--- config.mk ---
export PLATFORM = sky130hd
export DESIGN_NAME = spcdp_page
export DESIGN_NICKNAME = d
export VERILOG_FILES = /design/src/design/spcdp_pkg.sv /design/src/design/spcdp_desc_fmt.sv /design/src/design/spcdp_page.sv
export SDC_FILE = /design/constraint.sdc
export NUM_CORES = 1
export LEC_CHECK = 0
export ABC_AREA = 1
export BUFFER_PORTS_ARGS = -buffer_cell sky130_fd_sc_hd__buf_2
export CAP_MARGIN = 15
export CORE_AREA = 2 2 235 237
export CTS_BUF_LIST = sky130_fd_sc_hd__clkbuf_16
export DETAILED_ROUTE_END_ITERATION = 10
export DIE_AREA = 0 0 237 239
export GPL_ROUTABILITY_DRIVEN = 0
export HOLD_SLACK_MARGIN = 0.02
export SKIP_LAST_GASP = 1
export SLEW_MARGIN = 20
export SYNTH_ARGS = -nofsm -noshare
export SYNTH_HDL_FRONTEND = slang
export SYNTH_SLANG_ARGS = --single-unit
--- constraint.sdc ---
create_clock -name sys_clk_in -period 5 [get_ports sys_clk_in]
set_input_delay 1.25 -clock sys_clk_in [delete_from_list [all_inputs] [get_ports sys_clk_in]]
set_output_delay 1.25 -clock sys_clk_in [all_outputs]
set_load 0.01 [all_outputs]
--- src/design/spcdp_pkg.sv ---
// Purpose: Shared constants and carriers of the PHY control and discover page.
// Assumes: One page per device, two ports, one PHY per port.
// Notes: Byte offsets are page byte indices as read over the sense port.
`default_nettype none
package spcdp_pkg;
   // -----------------------------------------------------------
   // Page header
   // -----------------------------------------------------------
   localparam logic parameters_savable = 1'b1;
   localparam logic subpage_format_flag = 1'b1;
   localparam logic [5:0] PAGE_CODE = 6'h19;
   localparam logic [7:0] SUBPAGE_PHY_CTL = 8'h01;
   localparam logic [15:0] PAGE_LEN_RST = 16'h0064;
   localparam logic [3:0] PROTOCOL_TAG_RST = 4'h6;
   localparam logic [7:0] CHANGE_CNT_RST = 8'h00;
   localparam logic [7:0] CHANGE_CNT_MAX = 8'hFF;
   localparam logic [7:0] CHANGE_CNT_WRAP = 8'h01;
   localparam logic [7:0] PHY_COUNT_RST = 8'h02;
   localparam int NUM_PHY = 2;
   // -----------------------------------------------------------
   // Page byte offsets
   // -----------------------------------------------------------
   localparam logic [6:0] OFS_PAGE_CODE = 7'h00;
   localparam logic [6:0] OFS_SUBPAGE = 7'h01;
   localparam logic [6:0] OFS_LEN_MSB = 7'h02;
   localparam logic [6:0] OFS_LEN_LSB = 7'h03;
   localparam logic [6:0] OFS_PROTOCOL = 7'h05;
   localparam logic [6:0] OFS_CHANGE_CNT = 7'h06;
   localparam logic [6:0] OFS_PHY_COUNT = 7'h07;
   localparam logic [6:0] OFS_DESC0 = 7'h08;
   localparam logic [6:0] OFS_DESC1 = 7'h38;
   localparam logic [6:0] DESC_BYTES = 7'h30;
   // -----------------------------------------------------------
   // Descriptor byte offsets
   // -----------------------------------------------------------
   localparam logic [5:0] D_PHY_NUMBER = 6'h01;
   localparam logic [5:0] D_TYPE_REASON = 6'h04;
   localparam logic [5:0] D_REASON_RATE = 6'h05;
   localparam logic [5:0] D_INIT_FLAGS = 6'h06;
   localparam logic [5:0] D_TGT_FLAGS = 6'h07;
   localparam logic [5:0] D_OWN_ADDR = 6'h08;
   localparam logic [5:0] D_ATT_ADDR = 6'h10;
   localparam logic [5:0] D_ATT_PHY = 6'h18;
   localparam logic [5:0] D_ATT_CAPS = 6'h19;
   localparam logic [5:0] D_MIN_RATES = 6'h20;
   localparam logic [5:0] D_MAX_RATES = 6'h21;
   localparam logic [5:0] D_VENDOR_MSB = 6'h2A;
   localparam logic [5:0] D_VENDOR_LSB = 6'h2B;
   localparam logic [15:0] VENDOR_FIELD_RST = 16'h0000;
   localparam logic [7:0] PHY_NUMBER_0 = 8'h00;
   localparam logic [7:0] PHY_NUMBER_1 = 8'h01;
   localparam logic [3:0] PROG_MIN_RST = 4'h8;
   localparam logic [3:0] PROG_MAX_RST = 4'hA;
   // -----------------------------------------------------------
   // Error answer
   // -----------------------------------------------------------
   localparam logic [3:0] SENSE_ILLEGAL_REQ = 4'h5;
   localparam logic [7:0] ASC_BAD_PARAM_FIELD = 8'h26;
   // -----------------------------------------------------------
   // Carriers
   // -----------------------------------------------------------
   typedef struct packed {
      logic [2:0] dev_type;
      logic [3:0] reason;
      logic [2:0] init_flags;
      logic [2:0] tgt_flags;
      logic [63:0] addr;
      logic [7:0] phy_number;
      logic [7:0] caps;
   } spcdp_idf_s;
   typedef struct packed {
      logic [3:0] reason;
      logic [3:0] neg_rate;
   } spcdp_link_s;
   typedef struct packed {
      logic [3:0] min_rate;
      logic [3:0] max_rate;
   } spcdp_rate_s;
endpackage
`default_nettype wire

--- src/design/spcdp_desc_fmt.sv ---
// Purpose: Forms one byte of a PHY descriptor from its stored fields.
// Assumes: Index is 0 to 47 within the descriptor.
// Notes: Pure selection; the caller registers the result.
`default_nettype none
`timescale 1ns/10ps
module spcdp_desc_fmt
   import spcdp_pkg::*;
(
   input wire logic [5:0] idx_in,
   input wire logic [7:0] phy_number_in,
   input wire spcdp_idf_s idf_in,
   input wire spcdp_link_s link_in,
   input wire logic [63:0] own_addr_in,
   input wire spcdp_rate_s hw_in,
   input wire spcdp_rate_s prog_in,
   output logic [7:0] byte_out
);
   always_comb begin
      byte_out = 8'h00;
      case (idx_in)
         D_PHY_NUMBER: byte_out = phy_number_in;
         D_TYPE_REASON: byte_out = {1'b0, idf_in.dev_type, idf_in.reason};
         D_REASON_RATE: byte_out = {link_in.reason, link_in.neg_rate};
         D_INIT_FLAGS: byte_out = {4'h0, idf_in.init_flags, 1'b0};
         D_TGT_FLAGS: byte_out = {4'h0, idf_in.tgt_flags, 1'b0};
         D_ATT_PHY: byte_out = idf_in.phy_number;
         D_ATT_CAPS: byte_out = idf_in.caps;
         D_MIN_RATES: byte_out = {prog_in.min_rate, hw_in.min_rate};
         D_MAX_RATES: byte_out = {prog_in.max_rate, hw_in.max_rate};
         D_VENDOR_MSB: byte_out = VENDOR_FIELD_RST[15:8];
         D_VENDOR_LSB: byte_out = VENDOR_FIELD_RST[7:0];
         default: begin
            // Own address at 8..15, attached address at 16..23, MSB first
            if (idx_in >= D_OWN_ADDR && idx_in < D_ATT_ADDR) begin
               byte_out = own_addr_in[8'(7 - (idx_in - D_OWN_ADDR)) * 8 +: 8];
            end else if (idx_in >= D_ATT_ADDR && idx_in < D_ATT_PHY) begin
               byte_out = idf_in.addr[8'(7 - (idx_in - D_ATT_ADDR)) * 8 +: 8];
            end else begin
               byte_out = 8'h00;
            end
         end
      endcase
   end
endmodule
`default_nettype wire

--- src/design/spcdp_page.sv ---
// Purpose: PHY control and discover page for a dual-port target.
// Assumes: Sense and select requests are single-byte accesses, one per cycle each.
// Notes: Fields of the last identify frame are captured per PHY.
//
// Function
// - Add one to the change counter whenever any page value changes; changes of the hardware rates or own address are not counted.
// - Change counter value zero means unknown; increments never produce it.
// - At FFh the change counter wraps to 01h, not 00h.
// - Report two PHYs and carry exactly two descriptors.
// - Protocol tag in byte five always reads six.
// - Page length at bytes two and three reads fixed 0064h, MSB first.
// - Port 0 descriptor at bytes 8-55, port 1 at 56-103.
// - A mode-sense request returns the current page settings.
// - Each descriptor carries a unique PHY number.
// - Attached reason and device type come from the latest identify frame.
// - Attached address and PHY number come from the latest identify frame.
// - Byte 25 holds the capability bits of the latest identify frame.
// - Descriptor bytes 8-15 hold the port's own 64-bit address.
// - Lower nibbles of bytes 32, 33 give hardware link rate limits.
// - Upper nibbles of bytes 32, 33 give programmed link rate limits.
// - Unsupported subpage ends the command as illegal request, bad field.
`default_nettype none
`timescale 1ns/10ps
module spcdp_page
   import spcdp_pkg::*;
(
   input wire logic sys_clk_in,
   input wire logic arst_n_in,
   input wire logic sense_req_in,
   input wire logic [7:0] sense_subpage_in,
   input wire logic [6:0] sense_addr_in,
   output logic sense_valid_out,
   output logic [7:0] sense_data_out,
   input wire logic select_req_in,
   input wire logic [7:0] select_subpage_in,
   input wire logic [6:0] select_addr_in,
   input wire logic [7:0] select_data_in,
   output logic select_done_out,
   output logic cmd_err_out,
   output logic [3:0] err_sense_key_out,
   output logic [7:0] err_asc_out,
   input wire logic [1:0] idf_valid_in,
   input wire spcdp_idf_s [1:0] idf_frame_in,
   input wire spcdp_link_s [1:0] link_state_in,
   input wire spcdp_rate_s [1:0] hw_rates_in,
   input wire logic [1:0][63:0] own_addr_in,
   output spcdp_rate_s [1:0] prog_rates_out,
   output logic [7:0] change_counter_out
);
   // ----------------------------------------------------------------
   // Per-PHY storage and descriptor formatting
   // ----------------------------------------------------------------
   spcdp_idf_s [1:0] idf_r;
   spcdp_link_s [1:0] link_r;
   spcdp_rate_s [1:0] prog_r;
   logic [1:0][7:0] desc_byte;
   logic [1:0] phy_changed;
   logic [1:0] sel_hit_min;
   logic [1:0] sel_hit_max;
   logic [1:0] sel_in_desc;
   logic [1:0][5:0] rd_idx;
   logic [1:0][5:0] wr_idx;
   logic [1:0] rd_in_desc;
   logic sel_ok;
   logic sense_ok;

   assign sense_ok = (sense_subpage_in == SUBPAGE_PHY_CTL);
   assign sel_ok = (select_subpage_in == SUBPAGE_PHY_CTL);

   genvar g;
   generate
      for (g = 0; g < NUM_PHY; g++) begin : g_phy
         localparam logic [6:0] BASE = (g == 0) ? OFS_DESC0 : OFS_DESC1;
         localparam logic [7:0] PNUM = (g == 0) ? PHY_NUMBER_0 : PHY_NUMBER_1;
         logic [6:0] rd_off;
         logic [6:0] wr_off;
         logic idf_diff;
         logic link_diff;
         logic prog_diff;

         assign rd_off = sense_addr_in - BASE;
         assign wr_off = select_addr_in - BASE;
         assign rd_in_desc[g] = (sense_addr_in >= BASE) && (rd_off < DESC_BYTES);
         assign sel_in_desc[g] = (select_addr_in >= BASE) && (wr_off < DESC_BYTES);
         assign rd_idx[g] = rd_off[5:0];
         assign wr_idx[g] = wr_off[5:0];
         assign sel_hit_min[g] = select_req_in && sel_ok && sel_in_desc[g]
                                 && (wr_idx[g] == D_MIN_RATES);
         assign sel_hit_max[g] = select_req_in && sel_ok && sel_in_desc[g]
                                 && (wr_idx[g] == D_MAX_RATES);

         // --------------------------------------------------------
         // Identify frame capture
         // --------------------------------------------------------
         always_ff @(posedge sys_clk_in or negedge arst_n_in) begin
            if (!arst_n_in) begin
               idf_r[g] <= '0;
            end else if (idf_valid_in[g]) begin
               idf_r[g] <= idf_frame_in[g];
            end
         end

         // --------------------------------------------------------
         // Link status follower
         // --------------------------------------------------------
         always_ff @(posedge sys_clk_in or negedge arst_n_in) begin
            if (!arst_n_in) begin
               link_r[g] <= '0;
            end else begin
               link_r[g] <= link_state_in[g];
            end
         end

         // --------------------------------------------------------
         // Programmed link rates, written through mode select
         // --------------------------------------------------------
         always_ff @(posedge sys_clk_in or negedge arst_n_in) begin
            if (!arst_n_in) begin
               prog_r[g].min_rate <= PROG_MIN_RST;
               prog_r[g].max_rate <= PROG_MAX_RST;
            end else begin
               // Only the upper nibble is stored; the hardware nibble ignores writes
               if (sel_hit_min[g]) begin
                  prog_r[g].min_rate <= select_data_in[7:4];
               end
               if (sel_hit_max[g]) begin
                  prog_r[g].max_rate <= select_data_in[7:4];
               end
            end
         end

         // Any difference in a stored field counts as a page change
         assign idf_diff = idf_valid_in[g] && (idf_frame_in[g] != idf_r[g]);
         assign link_diff = (link_state_in[g] != link_r[g]);
         assign prog_diff = (sel_hit_min[g] && (select_data_in[7:4] != prog_r[g].min_rate))
                            || (sel_hit_max[g] && (select_data_in[7:4] != prog_r[g].max_rate));
         assign phy_changed[g] = idf_diff || link_diff || prog_diff;

         spcdp_desc_fmt u_fmt (
            .idx_in(rd_idx[g]),
            .phy_number_in(PNUM),
            .idf_in(idf_r[g]),
            .link_in(link_r[g]),
            .own_addr_in(own_addr_in[g]),
            .hw_in(hw_rates_in[g]),
            .prog_in(prog_r[g]),
            .byte_out(desc_byte[g])
         );
      end
   endgenerate

   assign prog_rates_out = prog_r;

   // ----------------------------------------------------------------
   // Change counter
   // ----------------------------------------------------------------
   logic [7:0] change_counter_r;
   logic [7:0] change_counter_nxt;

   always_comb begin
      change_counter_nxt = change_counter_r;
      if (|phy_changed) begin
         if (change_counter_r == CHANGE_CNT_MAX) begin
            change_counter_nxt = CHANGE_CNT_WRAP;
         end else begin
            change_counter_nxt = change_counter_r + 8'h01;
         end
      end
   end

   always_ff @(posedge sys_clk_in or negedge arst_n_in) begin
      if (!arst_n_in) begin
         change_counter_r <= CHANGE_CNT_RST;
      end else begin
         change_counter_r <= change_counter_nxt;
      end
   end

   assign change_counter_out = change_counter_r;

   // ----------------------------------------------------------------
   // Page byte selection for mode sense
   // ----------------------------------------------------------------
   logic [7:0] page_byte;

   always_comb begin
      page_byte = 8'h00;
      if (rd_in_desc[0]) begin
         page_byte = desc_byte[0];
      end else if (rd_in_desc[1]) begin
         page_byte = desc_byte[1];
      end else begin
         case (sense_addr_in)
            OFS_PAGE_CODE: page_byte = {parameters_savable, subpage_format_flag, PAGE_CODE};
            OFS_SUBPAGE: page_byte = SUBPAGE_PHY_CTL;
            OFS_LEN_MSB: page_byte = PAGE_LEN_RST[15:8];
            OFS_LEN_LSB: page_byte = PAGE_LEN_RST[7:0];
            OFS_PROTOCOL: page_byte = {4'h0, PROTOCOL_TAG_RST};
            OFS_CHANGE_CNT: page_byte = change_counter_r;
            OFS_PHY_COUNT: page_byte = PHY_COUNT_RST;
            default: page_byte = 8'h00;
         endcase
      end
   end

   // ----------------------------------------------------------------
   // Sense answer
   // ----------------------------------------------------------------
   always_ff @(posedge sys_clk_in or negedge arst_n_in) begin
      if (!arst_n_in) begin
         sense_valid_out <= 1'b0;
         sense_data_out <= 8'h00;
      end else begin
         sense_valid_out <= sense_req_in && sense_ok;
         if (sense_req_in && sense_ok) begin
            sense_data_out <= page_byte;
         end
      end
   end

   // ----------------------------------------------------------------
   // Select answer and command error
   // ----------------------------------------------------------------
   logic bad_req;

   assign bad_req = (sense_req_in && !sense_ok) || (select_req_in && !sel_ok);

   always_ff @(posedge sys_clk_in or negedge arst_n_in) begin
      if (!arst_n_in) begin
         select_done_out <= 1'b0;
         cmd_err_out <= 1'b0;
         err_sense_key_out <= 4'h0;
         err_asc_out <= 8'h00;
      end else begin
         select_done_out <= select_req_in;
         cmd_err_out <= bad_req;
         if (bad_req) begin
            err_sense_key_out <= SENSE_ILLEGAL_REQ;
            err_asc_out <= ASC_BAD_PARAM_FIELD;
         end
      end
   end
endmodule
`default_nettype wire

==> results.md, run 1 <==
- RSZ-0062 raised after global routing: false
- Setup bufs post-CTS: 0
- CP dominant cell by count: nand2_1
- Area growth, synth to finish: 23.65%
- Vias in the first global route: 15760
- Top Ports: 437
- Die width: 237 um
- Setup WS post-layout: 1737 ps
- Total power per unit cell area: 276.2 mW/mm2
- Vias: 16100
- First-pass GRT wire length: 92.74 mm
- DR iter-0 viols: 1190
- Post-cts sizing count: 0
- Clk sinks: 238
- DRT Wirelength: 61.71 mm
- Clock latency on the worst-skew pair: 580 ps
- R2R setup slack: 2550 ps
- Internal: 3.741 mW
- Minimum clock period: 3263 ps
- Leakage: 10.23 nW
- Overall Power: 5.486 mW
- Post-synthesis cell area: 0.01606 mm2
- Synth top area cells: dfrtp_1, nand2_1, inv_1, o21ai_0, xor2_1
- Part of the cycle the worst path needs: 65.25%
- Port Buffers: 425
- Register Area: 0.005963 mm2
- Max_slew headroom: 43.80%
- Sequential share of the synthesized area: 37.12%
- Post-Synthesis Cells: 2323
- Footprint of the multi-input gates: 0.008687 mm2
- Cell with the most instances after synthesis: nand2_1
- Combinational share of power: 21.2%
- Area leader, netlist: dfrtp_1
- Worst clock skew: 22.90 ps
- CTS H-tree depth: 1
- Overflow after GRT: 0
- Worst setup path category: in -> reg
- Peak supply drop: 255.4 uV
- Critical path cell sequence: buf_2 > inv_2 > ha_1 > inv_2 > nand3_1 > nor2_2 > nand3_1 > nand2_1 > nand2_1 > nand3_1 > nand2_1 > nand2_1 > nand2_1 > nand2_1
- Hold_ws: 477.3 ps
- DRC: 0
- Fmax: 0.3065 GHz
- Synthesized flop and latch total: 238
- Hold WC Path Type: reg -> reg
- Clk buf depth: 3
- Fill count: 5896
- Placed instance area: 0.01890 mm2
- Final setup violation count: 0
- Synth unique cells: 39
- Crit path largest cell delay: 520 ps
- Clk pwr share: 37.9%
- Critical-path top delay cell: nor2_2
- Sequential share of power: 40.9%
- Slew Limit Fails: 0
- Crit. End Element: register
- Clk root buf: clkbuf_16
- Synth Flop Type: dfrtp_1
- Setup TNS: 0 ps
- Top cells by count, synth: nand2_1, inv_1, dfrtp_1
- Rows: 86
- Psw: 1.745 mW
- CTS Buf Count: 30
- Syn Area/Cell: 6.915 um2
- Drt wl/cell: 17.85 um
- Initial core utilization: 29.56%
- Fin. Hold Viols: 0
- Async SR Flop Fraction: 100.0%
- Fin area: 0.01986 mm2
- Warnings from Yosys: 0
- Critical Path AT: 3780 ps
- Largest net degree at the start of global routing: 163
- Share of layout cells above drive strength 1: 21.69%
- Final net count: 3120
- Cts hold-fix bufs: 0
- Vias per inst: 4.656
- CP Launch Type: primary input
- Critical Path RT: 5520 ps
- Post-synth EDFFs: 0
- Antenna-violating nets left: 0
- Dpl ws: 1090 ps
- Die Y: 239 um
- Initial antenna violation count: 18
- Core area: 0.05434 mm2
- Status: finished clean
- Yosys top cell area share: 36.14%
- GRT Overall Usage: 21.50%
- DIE AREA: 0.05664 mm2
- Slew @ Worst Pin: 839.9 ps
- Worst-path fanout max: 10
- First-pass iteration count of the detailed router: 5
- Dpl hpwl: 48.22 mm
- CTS tree: yes
- Max cap viols: 0
- Clock-pin slew on the worst setup and hold paths: 60 ps
- Sw frac: 31.81%
## placed cells by master, fill, tap and decap left out, types with 3 or more instances in the layout
| cell type | synthesis | final |
|---|---|---|
| nand2_1 | 845 | 845 |
| buf_2 | 20 | 422 |
| inv_1 | 261 | 268 |
| dfrtp_1 | 232 | 232 |
| o21ai_0 | 184 | 184 |
| nor2_1 | 171 | 171 |
| nand3_1 | 124 | 124 |
| xor2_1 | 95 | 95 |
| mux2_2 | 68 | 68 |
| xnor2_1 | 63 | 63 |
| nand4_1 | 61 | 61 |
| clkbuf_16 | 0 | 30 |
| a21oi_1 | 19 | 19 |
| buf_4 | 15 | 17 |
| nor3_1 | 15 | 15 |
| nor2_2 | 15 | 14 |
| inv_2 | 12 | 12 |
| diode_2 | 0 | 11 |
| clkinv_1 | 2 | 11 |
| o211ai_1 | 11 | 11 |
| ha_1 | 11 | 11 |
| o22ai_1 | 8 | 8 |
| conb_1 | 1 | 7 |
| nand3b_1 | 6 | 6 |
| dfstp_2 | 6 | 6 |
| a31oi_1 | 5 | 5 |
| clkinv_2 | 1 | 4 |
| clkinvlp_4 | 0 | 4 |
| buf_12 | 0 | 4 |
| or2_2 | 3 | 3 |
| nor4_1 | 3 | 3 |
| nor2_4 | 2 | 3 |
## power groups by stage
stage               clock network [mW]  logic, mW  registers (mW)
floorplan                            0      0.670            2.25
global placement                     0       1.16            2.27
detailed placement                   0       1.17            2.28
CTS                               2.13       1.18            2.24
global route                      2.21       1.31            2.26
finish                            2.08       1.16            2.24
## per-stage QoR
step | instances | utilization [%]
final | 3458 | 36.55
after global routing | 3453 | 36.53
after CTS | 3447 | 36.50
after detailed placement | 3391 | 34.79
after global placement | 3391 | 34.79
after floorplan | 2329 | -
## layer usage
metal / part of all wire (%) / wire, um / track usage, % / vias up
met4: 2.7 / 1643 / 5.696 / 18
li1: - / - / - / 8108
met3: 5.8 / 3566 / 4.365 / 105
met1: 44 / 26900 / 27.18 / 7416
met2: 48 / 29490 / 37.29 / 455
met5: 0.18 / 111 / 0 / -
## state kept, by name (all words and copies together) (netlist names)
signal	flops
change_counter_out	8
cmd_err_out	1
err_asc_out	1
idf_r	186
link_r	16
prog_rates_out	16
select_done_out	1
sense_data_out	8
sense_valid_out	1
## logic make-up (layout without fill, tap and decap cells)
kind of cell,after synthesis,count (layout),share of synthesized area [%]
mux,68,68,4.767
xor+xnor,158,158,8.614
other cells,1,18,0.02334
buf+inv,362,776,8.973
fa+ha+maj,11,11,0.8568
flops,238,238,37.12
compound gates,233,233,7.625
simple gates,1252,1252,32.02
## worst max-delay path: cells and delay by family
| kind | cells | cell delay, ps |
|---|---|---|
| adders and majority gates | 1 | 440 |
| and+or+nand+nor | 10 | 1570 |
| buffers and inverters | 3 | 530 |
## area by class of cell
cell class                 count  share of cell area [%]
clock buffer                  30                   3.780
timing repair buffer         444                   11.75
tap                          704                   4.435
multi-input combinational   1729                   43.74
clock inverter                26                  0.9134
inverter                     276                   5.222
sequential                   238                   30.02
antenna                       11                  0.1386
## path summary, 6_finish.rpt
path | from | endpoint | cells past startpoint
min in group asynchronous | arst_n_in | idf_r[127] | 1
max in group asynchronous | arst_n_in | idf_r[91] | 2
worst max register to register | idf_r[176] | change_counter_out[0] | 11
worst max-delay path | sense_addr_in[3] | sense_data_out[7] | 14
worst min register to register | sense_data_out[4] | sense_data_out[4] | 2
worst min-delay path | sense_data_out[4] | sense_data_out[4] | 2
Note: power is estimated with default switching activity, not from simulation.
==> run 2: changes to the inputs <==
==> constraint.sdc (replaced) <==
create_clock -name sys_clk_in -period 3.4 [get_ports sys_clk_in]
set_input_delay 0.85 -clock sys_clk_in [delete_from_list [all_inputs] [get_ports sys_clk_in]]
set_output_delay 0.85 -clock sys_clk_in [all_outputs]
set_load 0.01 [all_outputs]
==> results.md, run 2 (synthesis gave the netlist of run 1 again) <==
- Sequential share of power: 39.7% (was 40.9%)
- Most frequent cells in the layout: nand2_1, buf_2, inv_1 (unchanged)
- Clk buf depth: 3 (unchanged)
- Largest net degree at the start of global routing: 89 (was 163)
- Max reg flops: 186 (unchanged)
- Peak supply drop: 306.3 uV (was 255.4 uV)
- DIE AREA: 0.05664 mm2 (unchanged)
- DRC: 0 (unchanged)
- Clk pwr share: 39.3% (was 37.9%)
- Area growth, synth to finish: 25.43% (was 23.65%)
- Minimum clock period: 2556 ps
- Crit. End Element: register (unchanged)
- Register Area: 0.005963 mm2 (unchanged)
- Worst clock skew: 29.46 ps (was 22.90 ps)
- Worst Path Buf+Inv: 2 (was 3)
- Hold WC Path Type: in -> async (was reg -> reg)
- Antenna-violating nets left: 0 (unchanged)
- Vias: 16160 (was 16100)
- Status: finished clean (unchanged)
- Worst setup path category: in -> reg (unchanged)
- Fmax: 0.3913 GHz
- GRT Overall Usage: 21.53% (was 21.50%)
- First-pass GRT wire length: 92.65 mm (was 92.74 mm)
- Dpl ws: 237.0 ps (was 1090 ps)
- Drt wl/cell: 17.83 um (was 17.85 um)
- First-pass iteration count of the detailed router: 5 (unchanged)
- Sw frac: 31.56% (was 31.81%)
- RSZ-0062 raised after global routing: false (unchanged)
- CP dominant cell by count: nand3_1 (was nand2_1)
- Cts hold-fix bufs: 0 (unchanged)
- Clk root buf: clkbuf_16 (unchanged)
- Delay-heaviest family, CP: simple AND/OR/NAND/NOR gates (unchanged)
- Clock latency on the worst-skew pair: 590 ps (was 580 ps)
- Vias in the first global route: 15980 (was 15760)
- Core area: 0.05434 mm2 (unchanged)
- Fin. Hold Viols: 0 (unchanged)
- Overflow after GRT: 0 (unchanged)
- Die Y: 239 um (unchanged)
- Vias per inst: 4.643 (was 4.656)
- Crit path largest cell delay: 410 ps (was 520 ps)
- Part of the cycle the worst path needs: 75.16%
- Slew Limit Fails: 0 (unchanged)
- Setup WS post-layout: 844.4 ps (was 1737 ps)
- Top Ports: 437 (unchanged)
- Largest Register: idf_r (unchanged)
- Worst-path fanout max: 9 (was 10)
- Share of layout cells above drive strength 1: 22.62% (was 21.69%)
- Commonest non-fill, non-tap cell in the layout: nand2_1 (unchanged)
- Die width: 237 um (unchanged)
- Combinational share of power: 21.0% (was 21.2%)
- Max_slew headroom: 54.28% (was 43.80%)
- CTS H-tree depth: 1 (unchanged)
- Critical-path top delay cell: ha_1 (was nor2_2)
- Setup bufs post-CTS: 0 (unchanged)
- Leakage: 10.41 nW (was 10.23 nW)
- Post-cts sizing count: 0 (unchanged)
- Rows: 86 (unchanged)
- Total power per unit cell area: 412.2 mW/mm2 (was 276.2 mW/mm2)
- Psw: 2.621 mW (was 1.745 mW)
- Clk sinks: 238 (unchanged)
- Slew @ Worst Pin: 685.8 ps (was 839.9 ps)
- Port Buffers: 425 (unchanged)
- Critical Path AT: 3030 ps (was 3780 ps)
- Critical Path RT: 3880 ps (was 5520 ps)
- Footprint of the multi-input gates: 0.008687 mm2 (unchanged)
- Dpl hpwl: 48.81 mm (was 48.22 mm)
- Max cap viols: 0 (unchanged)
- Critical path cell sequence: buf_2 > inv_1 > ha_1 > nand3_1 > nor2_1 > nor2_1 > nand3_1 > nor2_2 > nand3_1 > nand3_1 > nand2_1 > nand2_1 > nand2_1 (was buf_2 > inv_2 > ha_1 > inv_2 > nand3_1 > nor2_2 > nand3_1 > nand2_1 > nand2_1 > nand3_1 > nand2_1 > nand2_1 > nand2_1 > nand2_1)
- CP Launch Type: primary input (unchanged)
- Fill count: 5886 (was 5896)
- DR iter-0 viols: 986 (was 1190)
- Clock-pin slew on the worst setup and hold paths: 60 ps (about the same)
- Setup TNS: 0 ps (unchanged)
- DRT Wirelength: 62.03 mm (was 61.71 mm)
- CTS Buf Count: 30 (unchanged)
- Initial core utilization: 29.56% (unchanged)
- Final setup violation count: 0 (unchanged)
- Final core occ: 37.08% (was 36.55%)
- Initial antenna violation count: 12 (was 18)
- Final net count: 3145 (was 3120)
- CTS tree: yes (unchanged)
- Internal: 5.685 mW (was 3.741 mW)
run 2: cell types whose count changed in the layout (fill, tap and decap cells not counted), sizes merged:
cell      previous run  this run
buf                444       469
diode               11         8
clkinvlp             4         2
clkinv              16        17
inv                280       279
bufinv               2         4
run 2: per-stage QoR:
stage               instance area, um2  std cells  power [mW]  hold WS (ps)
finish                           20150       3480       8.306         254.6
global route                     20140       3478       8.755         295.0
CTS                              20130       3472       8.405         261.3
detailed placement               19140       3416       5.100         467.5
global placement                 19140       3416       5.079         460.0
floorplan                        16090       2329       4.287         508.1
run 2: metal layers:
metal	share of wire, %	global-route usage, %	wire length [um]
met3	6.4	3.949	3999
met5	0.069	0	43
met1	43	27.36	26710
met4	3.6	7.346	2213
met2	47	36.74	29070
run 2: cell type report:
type,instances,share of cell area [%]
well taps,704,4.372
flip-flops and latches,238,29.60
clock inverters,26,1.180
multi-input cells,1729,43.11
inverters,276,5.148
repair buffers,469,12.77
clock buffers,30,3.726
diodes,8,0.09935
run 2: worst reg2reg max path, delay by kind of cell (launching register included):
family	cells	cell delay, ps
AND/OR/NAND/NOR	9	1460
XOR/XNOR	1	450
flip-flops	1	400
run 2: worst paths after layout:
kind                                   startpoint                    end  slack [ps]  cells past startpoint
worst min-delay path                    arst_n_in             idf_r[159]         250                      1
max in group asynchronous               arst_n_in              idf_r[19]        2340                      2
worst min register to register  sense_data_out[7]      sense_data_out[7]         480                      2
min in group sys_clk_in          link_state_in[4]              link_r[4]         380                      1
worst max-delay path             sense_addr_in[4]      sense_data_out[5]         840                     13
worst max register to register          link_r[1]  change_counter_out[0]         950                     10
run 2: power by group through the flow:
stage                     Clock [mW]  Combinational [mW]  Sequential [mW]
after detailed placement           0                1.75             3.35
after floorplan                    0               0.985             3.30
after global routing            3.46                1.97             3.33
final                           3.27                1.74             3.30
after global placement             0                1.74             3.34
after CTS                       3.35                1.76             3.30
==> run 3: changes to the inputs <==
==> constraint.sdc (replaced) <==
create_clock -name sys_clk_in -period 2.6 [get_ports sys_clk_in]
set_input_delay 0.65 -clock sys_clk_in [delete_from_list [all_inputs] [get_ports sys_clk_in]]
set_output_delay 0.65 -clock sys_clk_in [all_outputs]
set_load 0.01 [all_outputs]
==> results.md, run 3 (synthesis gave the netlist of run 1 again) <==
- RSZ-0062 raised after global routing: false (unchanged)
- CTS Buf Count: 30 (unchanged)
- Largest Register: idf_r (unchanged)
- Worst setup path category: in -> reg (unchanged)
- Status: finished clean (unchanged)
- Critical path cell sequence: buf_2 > buf_4 > ha_1 > inv_1 > nand2_1 > nand2_1 > nor2_1 > buf_4 > nand2_1 > o21ai_0 > nor2_1 > nand2_1 > nor2_1 > nand2_1 > nand2_1 > nand2_1 > nand2_1 > nand2_1 (was buf_2 > inv_1 > ha_1 > nand3_1 > nor2_1 > nor2_1 > nand3_1 > nor2_2 > nand3_1 > nand3_1 > nand2_1 > nand2_1 > nand2_1)
- Share of layout cells above drive strength 1: 24.45% (was 22.62%)
- Vias: 16500 (was 16160)
- Part of the cycle the worst path needs: 83.57%
- Initial core utilization: 29.56% (unchanged)
- Worst-path fanout max: 11 (was 9)
- Final net count: 3212 (was 3145)
- Crit. End Element: register (unchanged)
- Vias in the first global route: 16330 (was 15980)
- Core area: 0.05434 mm2 (unchanged)
- DRT Wirelength: 62.27 mm (was 62.03 mm)
- Largest net degree at the start of global routing: 86 (was 89)
- Initial antenna violation count: 13 (was 12)
- Vias per inst: 4.656 (was 4.643)
- Crit path largest cell delay: 240 ps (was 410 ps)
- Hold_ws: 69.65 ps (was 254.6 ps)
- Max_slew headroom: 49.63% (was 54.28%)
- GRT Overall Usage: 21.72% (was 21.53%)
- Critical-path top delay cell: nor2_1 (was ha_1)
- Drt wl/cell: 17.57 um (was 17.83 um)
- Critical Path RT: 3110 ps (was 3880 ps)
- Max cap viols: 0 (unchanged)
- Worst Path Buf+Inv: 4 (was 2)
- Post-cts sizing count: 0 (unchanged)
- DR iter-0 viols: 1051 (was 986)
- Delay-heaviest family, CP: simple AND/OR/NAND/NOR gates (unchanged)
- Critical Path AT: 2680 ps (was 3030 ps)
- Clock-pin slew on the worst setup and hold paths: 60 ps (about the same)
- Dpl hpwl: 50.28 mm (was 48.81 mm)
- Area growth, synth to finish: 30.34% (was 25.43%)
- CP Launch Type: primary input (unchanged)
- Worst clock skew: 6.459 ps (was 29.46 ps)
- CTS H-tree depth: 1 (unchanged)
- First-pass GRT wire length: 93.89 mm (was 92.65 mm)
- Final setup violation count: 0 (unchanged)
- DIE AREA: 0.05664 mm2 (unchanged)
- Setup bufs post-CTS: 0 (unchanged)
- Slew Limit Fails: 0 (unchanged)
- Setup WS post-layout: 427.2 ps (was 844.4 ps)
- Max reg flops: 186 (unchanged)
- Overall Power: 11.24 mW (was 8.306 mW)
- Port Buffers: 425 (unchanged)
- Slew @ Worst Pin: 755.5 ps (was 685.8 ps)
- Fin. Hold Viols: 0 (unchanged)
- First-pass iteration count of the detailed router: 5 (unchanged)
- Fmax: 0.4602 GHz
- Dpl ws: -122.1 ps (was 237.0 ps)
- Fill count: 5780 (was 5886)
- Commonest non-fill, non-tap cell in the layout: nand2_1 (unchanged)
- Cts hold-fix bufs: 0 (unchanged)
- Hold WC Path Type: in -> async (unchanged)
- CTS tree: yes (unchanged)
- Overflow after GRT: 0 (unchanged)
- Clk buf depth: 3 (unchanged)
- Minimum clock period: 2173 ps
- Die width: 237 um (unchanged)
- Clk sinks: 238 (unchanged)
- Setup TNS: 0 ps (unchanged)
- Total power per unit cell area: 537.0 mW/mm2 (was 412.2 mW/mm2)
- Peak supply drop: 428.3 uV (was 306.3 uV)
- Antenna-violating nets left: 0 (unchanged)
- Leakage: 10.84 nW (was 10.41 nW)
- CP dominant cell by count: nand2_1 (was nand3_1)
- Rows: 86 (unchanged)
- Most frequent cells in the layout: nand2_1, buf_2, inv_1 (unchanged)
- Die Y: 239 um (unchanged)
- Top Ports: 437 (unchanged)
- DRC: 0 (unchanged)
- Clock latency on the worst-skew pair: 570 ps (was 590 ps)
- Clk root buf: clkbuf_16 (unchanged)
run 3: final cells by class:
| type | count | area (um2) | area share, % |
|---|---|---|---|
| multi-input combinational | 1729 | 8687 | 41.49 |
| sequential | 238 | 5963 | 28.48 |
| timing repair buffer | 536 | 3288 | 15.70 |
| inverter | 276 | 1037 | 4.954 |
| tap | 704 | 880.8 | 4.207 |
| clock buffer | 31 | 775.7 | 3.705 |
| clock inverter | 24 | 291.5 | 1.392 |
| antenna | 6 | 15.01 | 0.07171 |
run 3: layer usage:
layer / wire length, um / share of wire, % / up-vias / track usage, %
met1: 27050 / 43 / 7603 / 27.57
met2: 29480 / 47 / 507 / 37.48
met5: 72 / 0.12 / - / 0
met3: 3673 / 5.9 / 103 / 3.868
li1: - / - / 8275 / -
met4: 1996 / 3.2 / 12 / 6.789
run 3: metrics by stage:
step / utilization, % / cell area [um2] / instances
3_3_place_gp: 36.54 / 19860 / 3483
2_1_floorplan: - / 16090 / 2329
5_1_grt: 38.53 / 20940 / 3543
3_5_place_dp: 36.54 / 19860 / 3483
6_report: 38.53 / 20940 / 3544
4_1_cts: 38.51 / 20920 / 3538
run 3: power by group:
group | internal (mW) | switching [mW] | leakage (nW) | total [mW]
Combinational | 1.00 | 1.37 | 7.43 | 2.38
Sequential | 4.03 | 0.294 | 2.87 | 4.32
Clock | 2.84 | 1.71 | 0.546 | 4.55
Total | 7.87 | 3.38 | 10.8 | 11.2
run 3: final timing paths:
check	from	end	slack, ps	cells past startpoint
worst min-delay path	arst_n_in	idf_r[136]	70	1
worst max register to register	idf_r[107]	change_counter_out[6]	580	11
worst min register to register	sense_data_out[1]	sense_data_out[1]	480	2
max in group asynchronous	arst_n_in	idf_r[68]	1780	2
worst max-delay path	sense_addr_in[3]	sense_data_out[0]	430	18
min in group sys_clk_in	link_state_in[3]	link_r[3]	210	1
